===== config.mk =====
export PLATFORM = sky130hd
export DESIGN_NAME = suspend_wake_sequencer
export DESIGN_NICKNAME = d
export VERILOG_FILES = /design/src/suspend_wake_pkg.sv /design/src/pin_sync_filter.sv /design/src/suspend_wake_sequencer.sv
export SDC_FILE = /design/constraint.sdc
export NUM_CORES = 1
export LEC_CHECK = 0
export CAP_MARGIN = 30
export CORE_ASPECT_RATIO = 0.7
export CORE_MARGIN = 1.5
export CORE_UTILIZATION = 49
export CTS_CLUSTER_DIAMETER = 150
export DETAILED_ROUTE_END_ITERATION = 12
export DONT_BUFFER_PORTS = 1
export MAX_ROUTING_LAYER = met4
export PLACE_DENSITY = 0.66
export SYNTH_ARGS = -nofsm -noshare
export SYNTH_HDL_FRONTEND = slang
export SYNTH_SLANG_ARGS = --single-unit

===== constraint.sdc =====
create_clock -name i_mclk -period 1.9 [get_ports i_mclk]
set_input_delay 0.19 -clock i_mclk [delete_from_list [all_inputs] [get_ports i_mclk]]
set_output_delay 0.19 -clock i_mclk [all_outputs]
set_load 0.005 [all_outputs]

===== src/suspend_wake_pkg.sv =====
`default_nettype none
package suspend_wake_pkg;

  // wake-up cycle counts, programmable 1 to 1024
  localparam int unsigned CNT_W            = 11;
  localparam logic [10:0] CNT_MIN          = 11'h001;
  localparam logic [10:0] CNT_MAX          = 11'h400;
  localparam logic [10:0] RELEASE_DEFAULT  = 11'h004;
  localparam logic [10:0] UNLOCK_DEFAULT   = 11'h005;

  // system clock and suspend glitch filter
  localparam int unsigned CLK_PERIOD_NS    = 20;
  localparam int unsigned FILTER_NS        = 100;
  localparam int unsigned FILTER_CYCLES    =
    (FILTER_NS + CLK_PERIOD_NS - 1) / CLK_PERIOD_NS;

  // nominal internal oscillator rate, not a precise figure
  localparam int unsigned OSC_NOMINAL_MHZ  = 50;

  typedef enum logic {
    WAKE_SEL_INTERNAL = 1'b0,
    WAKE_SEL_STARTUP  = 1'b1
  } wake_clk_sel_t;

  typedef enum logic [1:0] {
    STARTUP_SEL_CONFIG_CLK = 2'h0,
    STARTUP_SEL_TEST_CLK   = 2'h1,
    STARTUP_SEL_FABRIC_CLK = 2'h2
  } startup_clk_sel_t;

  typedef enum logic [2:0] {
    ST_CONFIG     = 3'h0,
    ST_ACTIVE     = 3'h1,
    ST_SUSPEND    = 3'h2,
    ST_WAIT_AWAKE = 3'h3,
    ST_WAKE       = 3'h4
  } seq_state_t;

endpackage
`default_nettype wire


===== src/pin_sync_filter.sv =====
`timescale 1ns/1ns
`default_nettype none
module pin_sync_filter #(
  parameter int unsigned FILTER_CYCLES = 0,
  parameter logic        RESET_VAL     = 1'b0
) (
  input  wire logic i_mclk,
  input  wire logic i_rst,
  input  wire logic i_pin,
  input  wire logic i_filter_en,
  output logic      o_level
);

  typedef struct packed {
    logic       meta;
    logic       sync;
    logic       level;
    logic [7:0] cnt;
  } filt_t;

  filt_t r_reg;
  filt_t r_next;

  // the filter only looks at the second stage, never at the first
  always_comb begin
    r_next      = r_reg;
    r_next.meta = i_pin;
    r_next.sync = r_reg.meta;
    if (!i_filter_en || FILTER_CYCLES == 0) begin
      r_next.level = r_reg.sync;
      r_next.cnt   = '0;
    end else if (r_reg.sync == r_reg.level) begin
      r_next.cnt = '0;
    end else if (r_reg.cnt == 8'(FILTER_CYCLES - 1)) begin
      r_next.level = r_reg.sync;
      r_next.cnt   = '0;
    end else begin
      r_next.cnt = r_reg.cnt + 8'h01;
    end
  end

  always_ff @(posedge i_mclk or posedge i_rst) begin
    if (i_rst) begin
      r_reg <= '{meta: RESET_VAL, sync: RESET_VAL, level: RESET_VAL,
                 cnt: 8'h00};
    end else begin
      r_reg <= r_next;
    end
  end

  assign o_level = r_reg.level;

endmodule
`default_nettype wire


===== src/suspend_wake_sequencer.sv =====
// Notes on behaviour
// wake sequence runs from one selected clock, steps counted in its cycles
// wake select picks internal oscillator or the startup clock select path
// startup path defaults to the configuration clock pin
// internal oscillator is switched off throughout suspend
// internal oscillator is about 50 MHz, so timing is approximate
// configuration clock only usable in slave mode with persistent pins
// test clock must keep toggling for the wake to complete
// fabric wake clock must come from unclocked logic only
// outputs return to normal after release count wake cycles, 1..1024
// write lock lifts after unlock count wake cycles, 1..1024
// optional global reset applied before the write lock lifts
// program outputs to release before the write lock lifts
// test, done and reprogram pins keep working during suspend
// request low in normal operation, high forces suspend
// with feature disabled the request input is ignored
// high-to-low request starts the wake; low means running
// selectable glitch filter on request; bypass is faster
// configuration completes, then suspend entered at once if requested
// awake status low in suspend, high while active
// entering suspend write-locks every clocked element
// suspend left only once the awake line is really high
// wake counters cleared on entry, advance on wake clock edges
`timescale 1ns/1ns
`default_nettype none
module suspend_wake_sequencer
  import suspend_wake_pkg::*;
(
  input  wire logic                                i_mclk,
  input  wire logic                                i_rst,
  input  wire logic                                i_suspend_en,
  input  wire logic                                i_filter_en,
  input  wire logic                                i_suspend,
  input  wire logic                                i_config_done,
  input  wire logic                                i_reprogram_n,
  input  wire suspend_wake_pkg::wake_clk_sel_t     i_wake_clock_select,
  input  wire suspend_wake_pkg::startup_clk_sel_t  i_startup_clock_select,
  input  wire logic                                i_osc_clk,
  input  wire logic                                i_config_clk,
  input  wire logic                                i_test_clk,
  input  wire logic                                i_fabric_clk,
  input  wire logic [suspend_wake_pkg::CNT_W-1:0]  i_output_release_count,
  input  wire logic [suspend_wake_pkg::CNT_W-1:0]  i_write_unlock_count,
  input  wire logic                                i_wake_global_reset_en,
  input  wire logic                                i_awake,
  output logic                                     o_awake,
  output logic                                     o_awake_o,
  output logic                                     o_awake_oe_n,
  output logic                                     o_osc_en,
  output logic                                     o_outputs_suspended,
  output logic                                     o_write_lock,
  output logic                                     o_global_reset
);

  import suspend_wake_pkg::*;

  typedef struct packed {
    seq_state_t        state;
    logic              awake;
    logic              drive_low;
    logic              osc_en;
    logic              out_susp;
    logic              wlock;
    logic              gsr;
    logic              gsr_done;
    logic              clk_prev;
    logic [CNT_W-1:0]  rel_cnt;
    logic [CNT_W-1:0]  unl_cnt;
  } seq_t;

  seq_t r_reg;
  seq_t r_next;

  logic suspend_lvl;
  logic reprogram_lvl_n;
  logic awake_lvl;
  logic osc_lvl;
  logic config_clk_lvl;
  logic test_clk_lvl;
  logic fabric_clk_lvl;
  logic wake_clk;
  logic wake_edge;
  logic suspend_req;
  logic [CNT_W-1:0] rel_target;
  logic [CNT_W-1:0] unl_target;

  // every clock, request, reprogram and awake pin passes three flops; only the request has the filter
  pin_sync_filter #(
    .FILTER_CYCLES (FILTER_CYCLES),
    .RESET_VAL     (1'b0)
  ) u_sync_suspend (
    .i_mclk      (i_mclk),
    .i_rst       (i_rst),
    .i_pin       (i_suspend),
    .i_filter_en (i_filter_en),
    .o_level     (suspend_lvl)
  );

  pin_sync_filter #(
    .FILTER_CYCLES (0),
    .RESET_VAL     (1'b1)
  ) u_sync_reprogram (
    .i_mclk      (i_mclk),
    .i_rst       (i_rst),
    .i_pin       (i_reprogram_n),
    .i_filter_en (1'b0),
    .o_level     (reprogram_lvl_n)
  );

  pin_sync_filter #(
    .FILTER_CYCLES (0),
    .RESET_VAL     (1'b0)
  ) u_sync_awake (
    .i_mclk      (i_mclk),
    .i_rst       (i_rst),
    .i_pin       (i_awake),
    .i_filter_en (1'b0),
    .o_level     (awake_lvl)
  );

  pin_sync_filter #(
    .FILTER_CYCLES (0),
    .RESET_VAL     (1'b0)
  ) u_sync_osc (
    .i_mclk      (i_mclk),
    .i_rst       (i_rst),
    .i_pin       (i_osc_clk),
    .i_filter_en (1'b0),
    .o_level     (osc_lvl)
  );

  pin_sync_filter #(
    .FILTER_CYCLES (0),
    .RESET_VAL     (1'b0)
  ) u_sync_config_clk (
    .i_mclk      (i_mclk),
    .i_rst       (i_rst),
    .i_pin       (i_config_clk),
    .i_filter_en (1'b0),
    .o_level     (config_clk_lvl)
  );

  pin_sync_filter #(
    .FILTER_CYCLES (0),
    .RESET_VAL     (1'b0)
  ) u_sync_test_clk (
    .i_mclk      (i_mclk),
    .i_rst       (i_rst),
    .i_pin       (i_test_clk),
    .i_filter_en (1'b0),
    .o_level     (test_clk_lvl)
  );

  pin_sync_filter #(
    .FILTER_CYCLES (0),
    .RESET_VAL     (1'b0)
  ) u_sync_fabric_clk (
    .i_mclk      (i_mclk),
    .i_rst       (i_rst),
    .i_pin       (i_fabric_clk),
    .i_filter_en (1'b0),
    .o_level     (fabric_clk_lvl)
  );

  // counts outside 1..1024 are pulled to the nearest legal value
  function automatic logic [CNT_W-1:0] clamp_count(
    input logic [CNT_W-1:0] v
  );
    logic [CNT_W-1:0] c;
    c = v;
    if (v < CNT_MIN) begin
      c = CNT_MIN;
    end else if (v > CNT_MAX) begin
      c = CNT_MAX;
    end
    return c;
  endfunction

  function automatic seq_t enter_suspend(input seq_t s);
    seq_t t;
    t           = s;
    t.state     = ST_SUSPEND;
    t.awake     = 1'b0;
    t.drive_low = 1'b1;
    t.osc_en    = 1'b0;
    t.out_susp  = 1'b1;
    t.wlock     = 1'b1;
    t.gsr       = 1'b0;
    t.gsr_done  = 1'b0;
    t.rel_cnt   = '0;
    t.unl_cnt   = '0;
    return t;
  endfunction

  // one wake clock for the whole sequence; selection is meant to be static,
  // a live change can produce one spurious edge
  always_comb begin
    wake_clk = osc_lvl;
    if (i_wake_clock_select == WAKE_SEL_STARTUP) begin
      unique case (i_startup_clock_select)
        STARTUP_SEL_CONFIG_CLK: wake_clk = config_clk_lvl;
        STARTUP_SEL_TEST_CLK:   wake_clk = test_clk_lvl;
        STARTUP_SEL_FABRIC_CLK: wake_clk = fabric_clk_lvl;
        default:                wake_clk = config_clk_lvl;
      endcase
    end
  end

  assign wake_edge   = wake_clk & ~r_reg.clk_prev;
  assign suspend_req = i_suspend_en & suspend_lvl;
  assign rel_target  = clamp_count(i_output_release_count);
  assign unl_target  = clamp_count(i_write_unlock_count);

  always_comb begin
    r_next          = r_reg;
    r_next.gsr      = 1'b0;
    r_next.clk_prev = wake_clk;
    if (!reprogram_lvl_n) begin
      r_next          = r_reg;
      r_next.state    = ST_CONFIG;
      r_next.awake    = 1'b0;
      r_next.drive_low = 1'b0;
      r_next.osc_en   = 1'b1;
      r_next.out_susp = 1'b1;
      r_next.wlock    = 1'b1;
      r_next.gsr      = 1'b0;
      r_next.gsr_done = 1'b0;
      r_next.clk_prev = wake_clk;
      r_next.rel_cnt  = '0;
      r_next.unl_cnt  = '0;
    end else begin
      unique case (r_reg.state)
        ST_CONFIG: begin
          // the request never holds up configuration itself
          if (i_config_done) begin
            if (suspend_req) begin
              r_next = enter_suspend(r_reg);
              r_next.clk_prev = wake_clk;
            end else begin
              r_next.state    = ST_ACTIVE;
              r_next.awake    = 1'b1;
              r_next.out_susp = 1'b0;
              r_next.wlock    = 1'b0;
            end
          end
        end
        ST_ACTIVE: begin
          if (suspend_req) begin
            r_next = enter_suspend(r_reg);
            r_next.clk_prev = wake_clk;
          end
        end
        ST_SUSPEND: begin
          if (!suspend_req) begin
            r_next.state     = ST_WAIT_AWAKE;
            r_next.drive_low = 1'b0;
            r_next.osc_en    = 1'b1;
          end
        end
        ST_WAIT_AWAKE: begin
          // an outside controller may hold the line low to delay us
          if (suspend_req) begin
            r_next = enter_suspend(r_reg);
            r_next.clk_prev = wake_clk;
          end else if (awake_lvl) begin
            r_next.state = ST_WAKE;
            r_next.awake = 1'b1;
          end
        end
        ST_WAKE: begin
          if (suspend_req) begin
            r_next = enter_suspend(r_reg);
            r_next.clk_prev = wake_clk;
          end else begin
            if (wake_edge) begin
              if (r_reg.rel_cnt < CNT_MAX) begin
                r_next.rel_cnt = r_reg.rel_cnt + 11'h001;
              end
              if (r_reg.unl_cnt < CNT_MAX) begin
                r_next.unl_cnt = r_reg.unl_cnt + 11'h001;
              end
            end
            if (r_reg.rel_cnt >= rel_target) begin
              r_next.out_susp = 1'b0;
            end
            if (r_reg.unl_cnt >= unl_target && r_reg.wlock) begin
              // reset pulse first, lock lifts on the following cycle
              if (i_wake_global_reset_en && !r_reg.gsr_done) begin
                r_next.gsr      = 1'b1;
                r_next.gsr_done = 1'b1;
              end else begin
                r_next.wlock = 1'b0;
              end
            end
            if (!r_reg.out_susp && !r_reg.wlock) begin
              r_next.state = ST_ACTIVE;
            end
          end
        end
        default: begin
          r_next = enter_suspend(r_reg);
          r_next.clk_prev = wake_clk;
        end
      endcase
    end
  end

  always_ff @(posedge i_mclk or posedge i_rst) begin
    if (i_rst) begin
      r_reg <= '{state: ST_CONFIG, awake: 1'b0, drive_low: 1'b0,
                 osc_en: 1'b1, out_susp: 1'b1, wlock: 1'b1, gsr: 1'b0,
                 gsr_done: 1'b0, clk_prev: 1'b0, rel_cnt: 11'h000,
                 unl_cnt: 11'h000};
    end else begin
      r_reg <= r_next;
    end
  end

  // open-drain awake line: only ever pulled low, never driven high
  assign o_awake_o           = 1'b0;
  assign o_awake_oe_n        = ~r_reg.drive_low;
  assign o_awake             = r_reg.awake;
  assign o_osc_en            = r_reg.osc_en;
  assign o_outputs_suspended = r_reg.out_susp;
  assign o_write_lock        = r_reg.wlock;
  assign o_global_reset      = r_reg.gsr;

endmodule
`default_nettype wire


==> summary.md, run 1 <==
| Metric | Value |
|---|---|
| CTS buffer count | `9` |
| Crit path required time | `2.17 ns` |
| TritonCTS clock tree | `built` |
| Number of global-route vias before repair | `2694` |
| Hold_ws | `0.06841 ns` |
| Min Tclk post-route | `1.822 ns` |
| Max incr delay on CP | `0.51 ns` |
| Yosys Warn Count | `0` |
| Power Dens Cells | `776.7 nW/um2` |
| N_diodes | `0` |
| GP Congestion | `0.8323` |
| Routed len/inst | `14.52 um` |
| Die W | `104.1 um` |
| Max reg flops | `28` |
| GRT Total Usage | `21.47%` |
| Crit. End Element | `flip-flop` |
| Mux cell area share after synthesis | `0.6067%` |
| Die ar. | `7679 um2` |
| Fin Setup TNS | `0 ns` |
| Area grow syn2layout | `17.59%` |
| Antenna-violating nets left | `0` |
| Crit path max fanout | `21` |
| DP Area | `3754 um2` |
| Maxcap violations | `0` |
| Number of synthesized flops with an enable pin | `0` |
| Latest clock arrival within the worst-skew pair | `0.34 ns` |
| Num ports | `45` |
| Final global-route overflow total | `0` |
| Initial DRC count | `145` |
| Post-Synth Simple-Gate Area | `21.91%` |
| Post-Synth Adder-Cell Area | `9.993%` |
| Post-synthesis sequential area ratio | `44.47%` |
| Vias | `2789` |
| Layout cell share with drive strength beyond 1 | `16.95%` |
| Setup Crit Path Kind | `flip-flop to flip-flop` |
| Final hold vios | `0` |
| Outcome | `finished clean` |
| Final Instance Area | `4123 um2` |
| HP Class | `primary input to flip-flop` |
| Critical Path AT | `2.09 ns` |
| Register bit total from synthesis | `62` |
| Highest clock rate | `0.5490 GHz` |
| Design Power | `0.003202 W` |
| First-pass GRT wire length | `12520 um` |
| Port Buffers | `0` |
| Main combinational cell family by area after synthesis | `simple AND/OR/NAND/NOR gates` |
| Clock skew | `0.01107 ns` |
| Async SR Flop Fraction | `100.0%` |
| Worst VDD drop | `0.0005503 V` |
| Setup repair bufs after CTS | `0` |
| WP buf/inv | `1` |
| Synthesized area | `3506 um2` |
| # clock sinks | `62` |
| Yosys cell types | `61` |
| Hpwl dp | `5356 um` |
| Syn nets | `431` |
| Rows | `25` |
| Leak | `1.829 nW` |
| Synth Area in Compound Gates | `16.56%` |
| CP top delay family | `simple AND/OR/NAND/NOR gates` |
| Final period utilization | `95.87%` |
| First-pass iteration count of the detailed router | `4` |
| CTS max path bufs | `2` |
| Final slew viol count | `0` |
| Initial antenna violation count | `0` |
| H-tree lvl count | `3` |
| Critical-path top delay cell | `or4_1` |
| Layout Nets | `468` |
| Syn_area_per_cell | `9.605 um2` |
| Via/cell ratio | `5.567` |
| Post-Synthesis Cells | `365` |
| Cells along the critical path | `nand2b_4 > a21oi_4 > o32ai_4 > buf_12 > or4_1 > a21oi_1` |
| Xor/xnor cell area share of the yosys netlist | `1.999%` |
| Primary FF master, synth | `dfrtp_1` |
| Initial Utilization | `51.18%` |
| Setup violators final | `0` |
| Largest net degree at the start of global routing | `38` |
| Clock root cell | `clkbuf_8` |
| WL final | `7275 um` |
| # DRC | `0` |
| CTS clk-pin slew, worst paths | `0.07 ns` |
| Die H | `73.77 um` |
| CP Launch Type | `flip-flop` |
| Core ar. | `6850 um2` |
==> per-stage QoR <==
step	setup slack (ns)	instances	util [%]
after floorplan	0.06759	365	-
after global placement	-0.01493	475	54.79
after detailed placement	-0.05949	475	54.79
after CTS	0.05759	501	59.65
after global routing	-0.0002227	501	60.18
final	0.07849	501	60.18
==> area by class of cell <==
| class | count | area, um2 |
|---|---|---|
| fill | 589 | 2728 |
| tap | 94 | 117.6 |
| sequential | 62 | 1562 |
| timing repair buffer | 35 | 304.0 |
| clock buffer | 11 | 151.4 |
| multi-input combinational | 272 | 1824 |
| inverter | 22 | 82.58 |
| clock inverter | 5 | 81.33 |
==> cell families after synthesis <==
group,Yosys count
other,1
XOR/XNOR,8
flip-flops,62
AND/OR/NAND/NOR,143
buffers and inverters,31
adder cells (fa/ha/maj),28
multiplexers,2
AO/OA/AOI/OAI,90
==> synthesized netlist by cell type, types with 2 or more instances <==
cell	n	area [um2]
nor3_1	4	20.02
a22oi_1	3	22.52
nand4_1	8	50.05
and3_1	6	37.54
buf_4	3	22.52
buf_6	3	33.78
o21ai_0	26	130.1
o32ai_1	2	17.52
or4_1	4	30.03
a31o_2	2	17.52
ha_1	28	350.3
nor4_1	4	25.02
nor3b_1	3	22.52
dfstp_2	6	157.7
nand2b_1	6	37.54
dfrtp_1	56	1401
o31ai_1	8	60.06
or3_1	6	37.54
xnor2_1	3	26.28
nand2_1	41	153.9
and2_1	4	25.02
o2111ai_1	2	17.52
inv_1	20	75.07
xor2_1	5	43.79
a21oi_1	22	110.1
a31oi_1	5	31.28
nor2_1	25	93.84
nor2b_1	3	18.77
clkinv_1	2	7.510
o21ai_1	3	15.01
a41oi_1	2	17.52
or2_2	3	18.77
a21o_1	4	30.03
nand3_1	16	80.08
==> power breakdown <==
part	switching, W	total, W	internal [W]
Sequential	0.0000578	0.00145	0.00139
Combinational	0.000234	0.000433	0.000199
Clock	0.000513	0.00132	0.000810
==> metal layers <==
layer	routed length [um]	vias up	part of all wire, %	global-route usage (%)
met1	3572	1341	49	27.89
met3	312	2	4.3	5.324
met4	24	0	0.33	7.716
met5	0	-	0	-
met2	3365	54	46	33.04
li1	-	1392	-	-
==> worst reg2reg max path, cell delays in order (launching register included) <==
cell and delay [ns]:
dfrtp_1 0.44, nand2b_4 0.20, a21oi_4 0.19, o32ai_4 0.11, buf_12 0.17, or4_1 0.51, a21oi_1 0.15
==> final timing paths <==
path,startpoint,to,slack [ns],depth (start not counted)
worst max register to register,r_reg[31],r_reg[7],0.08,6
max in group asynchronous,i_rst,r_reg[32],1.11,3
worst min-delay path,i_filter_en,u_sync_suspend.o_level,0.07,2
worst min register to register,u_sync_fabric_clk.r_next[9],u_sync_fabric_clk.r_next[8],0.34,0
min in group asynchronous,i_rst,u_sync_fabric_clk.r_next[8],0.36,3
worst max-delay path,r_reg[31],r_reg[7],0.08,6
==> cell usage in the layout, fill, tap and decap left out, types with 3 or more instances in the layout <==
master,count
and3_1,6
o21ai_0,25
ha_1,28
clkbuf_8,11
dlygate4sd3_1,10
inv_1,18
nand2_1,40
dfrtp_1,54
or3_1,6
nand3_1,16
a31oi_1,5
nor3_1,4
a22oi_1,3
nor3b_1,3
or4_1,4
xnor2_1,3
a21o_1,4
nand4_1,8
nor2_1,25
nand2b_1,6
buf_4,23
and2_1,4
o31ai_1,8
nor2b_1,3
nor4_1,4
o21ai_1,4
a21oi_1,22
xor2_1,5
or2_2,3
dfstp_2,6
==> what timing repair did <==
action	in CTS	in global routing
setup endpoints to repair	0	14
gates resized for setup	0	9
hold buffers	10	0
hold endpoints to repair	65	0
Power figures use the tool's default switching activity.
==> inputs of run 2 (changes only) <==
- PLACE_DENSITY: 0.66 -> not set
==> run 2 against run 1 <==
Against the previous run:
- first-iteration DRC count grew 19%
- power rose by 1.1%
- highest routed layer unchanged
- largest cell class unchanged
- register-to-register slack worse by 0.05 ns
- combinational power increased by 6.2%
- clock power hardly changed
==> summary.md, run 2 (synthesis gave the netlist of run 1 again) <==
| Metric | Value |
|---|---|
| Outcome | `finished clean` |
| N_diodes | `0 (unchanged)` |
| Design Power | `0.003236 W (+1.1%)` |
| GP Congestion | `0.8424 (+1.2%)` |
| Crit. End Element | `flip-flop` |
| Clock skew | `0.005558 ns (-0.005514 ns)` |
| Clock root cell | `clkbuf_8` |
| Final period utilization | `98.67% (+2.8 points)` |
| Most frequent cells in the layout | `dfrtp_1, nand2_1, ha_1, buf_4, nor2_1` |
| Latest clock arrival within the worst-skew pair | `0.35 ns (about the same)` |
| First-pass iteration count of the detailed router | `4 (unchanged)` |
| Maxcap violations | `0 (unchanged)` |
| # clock sinks | `62 (unchanged)` |
| H-tree lvl count | `3 (unchanged)` |
| Highest clock rate | `0.5334 GHz (-2.8%)` |
| CTS buffer count | `9 (unchanged)` |
| Fin Setup TNS | `0 ns (unchanged)` |
| Num ports | `45 (unchanged)` |
| Power Dens Cells | `773.9 nW/um2 (-0.36%)` |
| WL final | `7621 um (+4.8%)` |
| Setup violators final | `0 (unchanged)` |
| Final global-route overflow total | `0 (unchanged)` |
| CTS max path bufs | `2 (unchanged)` |
| Largest net degree at the start of global routing | `37 (-2.6%)` |
| Critical Path AT | `2.15 ns (+0.06 ns)` |
| Antenna-violating nets left | `0 (unchanged)` |
| Vias | `2856 (+2.4%)` |
| Rows | `25 (unchanged)` |
| Die W | `104.1 um (unchanged)` |
| Crit path required time | `2.18 ns (about the same)` |
| First-pass GRT wire length | `12540 um (+0.11%)` |
| Max reg flops | `28 (unchanged)` |
| CP Launch Type | `flip-flop` |
| TritonCTS clock tree | `built` |
| Crit path max fanout | `11 (-48%)` |
| Die H | `73.77 um (unchanged)` |
| Leak | `1.847 nW (+0.98%)` |
| Hpwl dp | `5565 um (+3.9%)` |
| Core ar. | `6850 um2 (unchanged)` |
| Initial antenna violation count | `0 (unchanged)` |
| Routed len/inst | `15.09 um (+3.9%)` |
| Worst VDD drop | `0.0004985 V (-9.4%)` |
| Final core utilization | `61.04% (+0.86 points)` |
| Initial Utilization | `51.18% (unchanged)` |
| GRT Total Usage | `21.68% (+0.21 points)` |
| HP Class | `primary input to flip-flop` |
| Initial DRC count | `172 (+19%)` |
| Via/cell ratio | `5.655 (+1.6%)` |
| Port Buffers | `0 (unchanged)` |
| Final slew viol count | `0 (unchanged)` |
| Final hold vios | `0 (unchanged)` |
| Area grow syn2layout | `19.27%` |
| # DRC | `0 (unchanged)` |
| CTS clk-pin slew, worst paths | `0.07 ns (about the same)` |
| Layout Nets | `472 (+0.85%)` |
| Min Tclk post-route | `1.875 ns (+0.05331 ns)` |
| Most common cell after layout, fill and taps aside | `dfrtp_1` |
| Setup Crit Path Kind | `flip-flop to flip-flop` |
| Die ar. | `7679 um2 (unchanged)` |
| Number of global-route vias before repair | `2665 (-1.1%)` |
| Layout cell share with drive strength beyond 1 | `19.46% (+2.5 points)` |
-- run 2: final timing paths --
| path | start | endpoint | slack [ns] | depth (start not counted) |
|---|---|---|---|---|
| max | u_sync_test_clk.o_level | r_reg[5] | 0.03 | 7 |
| min | i_filter_en | u_sync_suspend.o_level | 0.05 | 2 |
| max reg2reg | u_sync_test_clk.o_level | r_reg[5] | 0.03 | 7 |
| min reg2reg | u_sync_test_clk.r_next[8] | u_sync_test_clk.o_level | 0.35 | 0 |
| max in group asynchronous | i_rst | o_outputs_suspended | 1.15 | 3 |
| min in group asynchronous | i_rst | u_sync_suspend.r_reg[2] | 0.36 | 3 |
-- run 2: report_power, final --
group	internal [W]	switching [W]	total, W
combinational	0.000214	0.000246	0.000460
clock	0.000783	0.000547	0.00133
sequential	0.00139	0.0000577	0.00145
-- run 2: what timing repair did --
action,CTS,global route
hold endpoints to repair,65,0
hold buffers,10,0
endpoints found under the setup margin,0,16
setup buffers,0,1
gates resized for setup,0,15
-- run 2: metrics by stage --
stage	setup slack (ns)	instances	hold slack, ns	instance area, um2
5_1_grt	-0.09118	505	0.07064	4182
4_1_cts	0.02496	503	0.03705	4099
3_3_place_gp	-0.02255	477	0.1605	3769
3_5_place_dp	-0.07488	477	0.1609	3769
2_1_floorplan	0.06759	365	0.1945	3506
6_report	0.02518	505	0.05353	4182
-- run 2: final cells by class --
class | instances | area [um2]
Fill cell | 570 | 2669
Multi-Input combinational cell | 272 | 1842
Sequential cell | 62 | 1562
Timing Repair Buffer | 39 | 347.8
Clock buffer | 10 | 137.6
Tap cell | 94 | 117.6
Clock inverter | 6 | 92.59
Inverter | 22 | 82.58
-- run 2: per-layer routing --
layer / vias to the layer above / part of all wire (%) / GRT usage (%)
li1: 1397 / - / -
met5: - / 0 / -
met3: 15 / 5.7 / 5.501
met4: 0 / 1.9 / 8.796
met2: 90 / 43 / 31.13
met1: 1354 / 49 / 29.42
-- run 2: critical path, cell delays in order, from the launching register on --
cell     delay, ns
dfrtp_1       0.34
a22oi_2       0.09
nor4b_2       0.28
buf_4         0.18
o32ai_4       0.13
buf_12        0.17
or4_4         0.51
a21oi_2       0.12
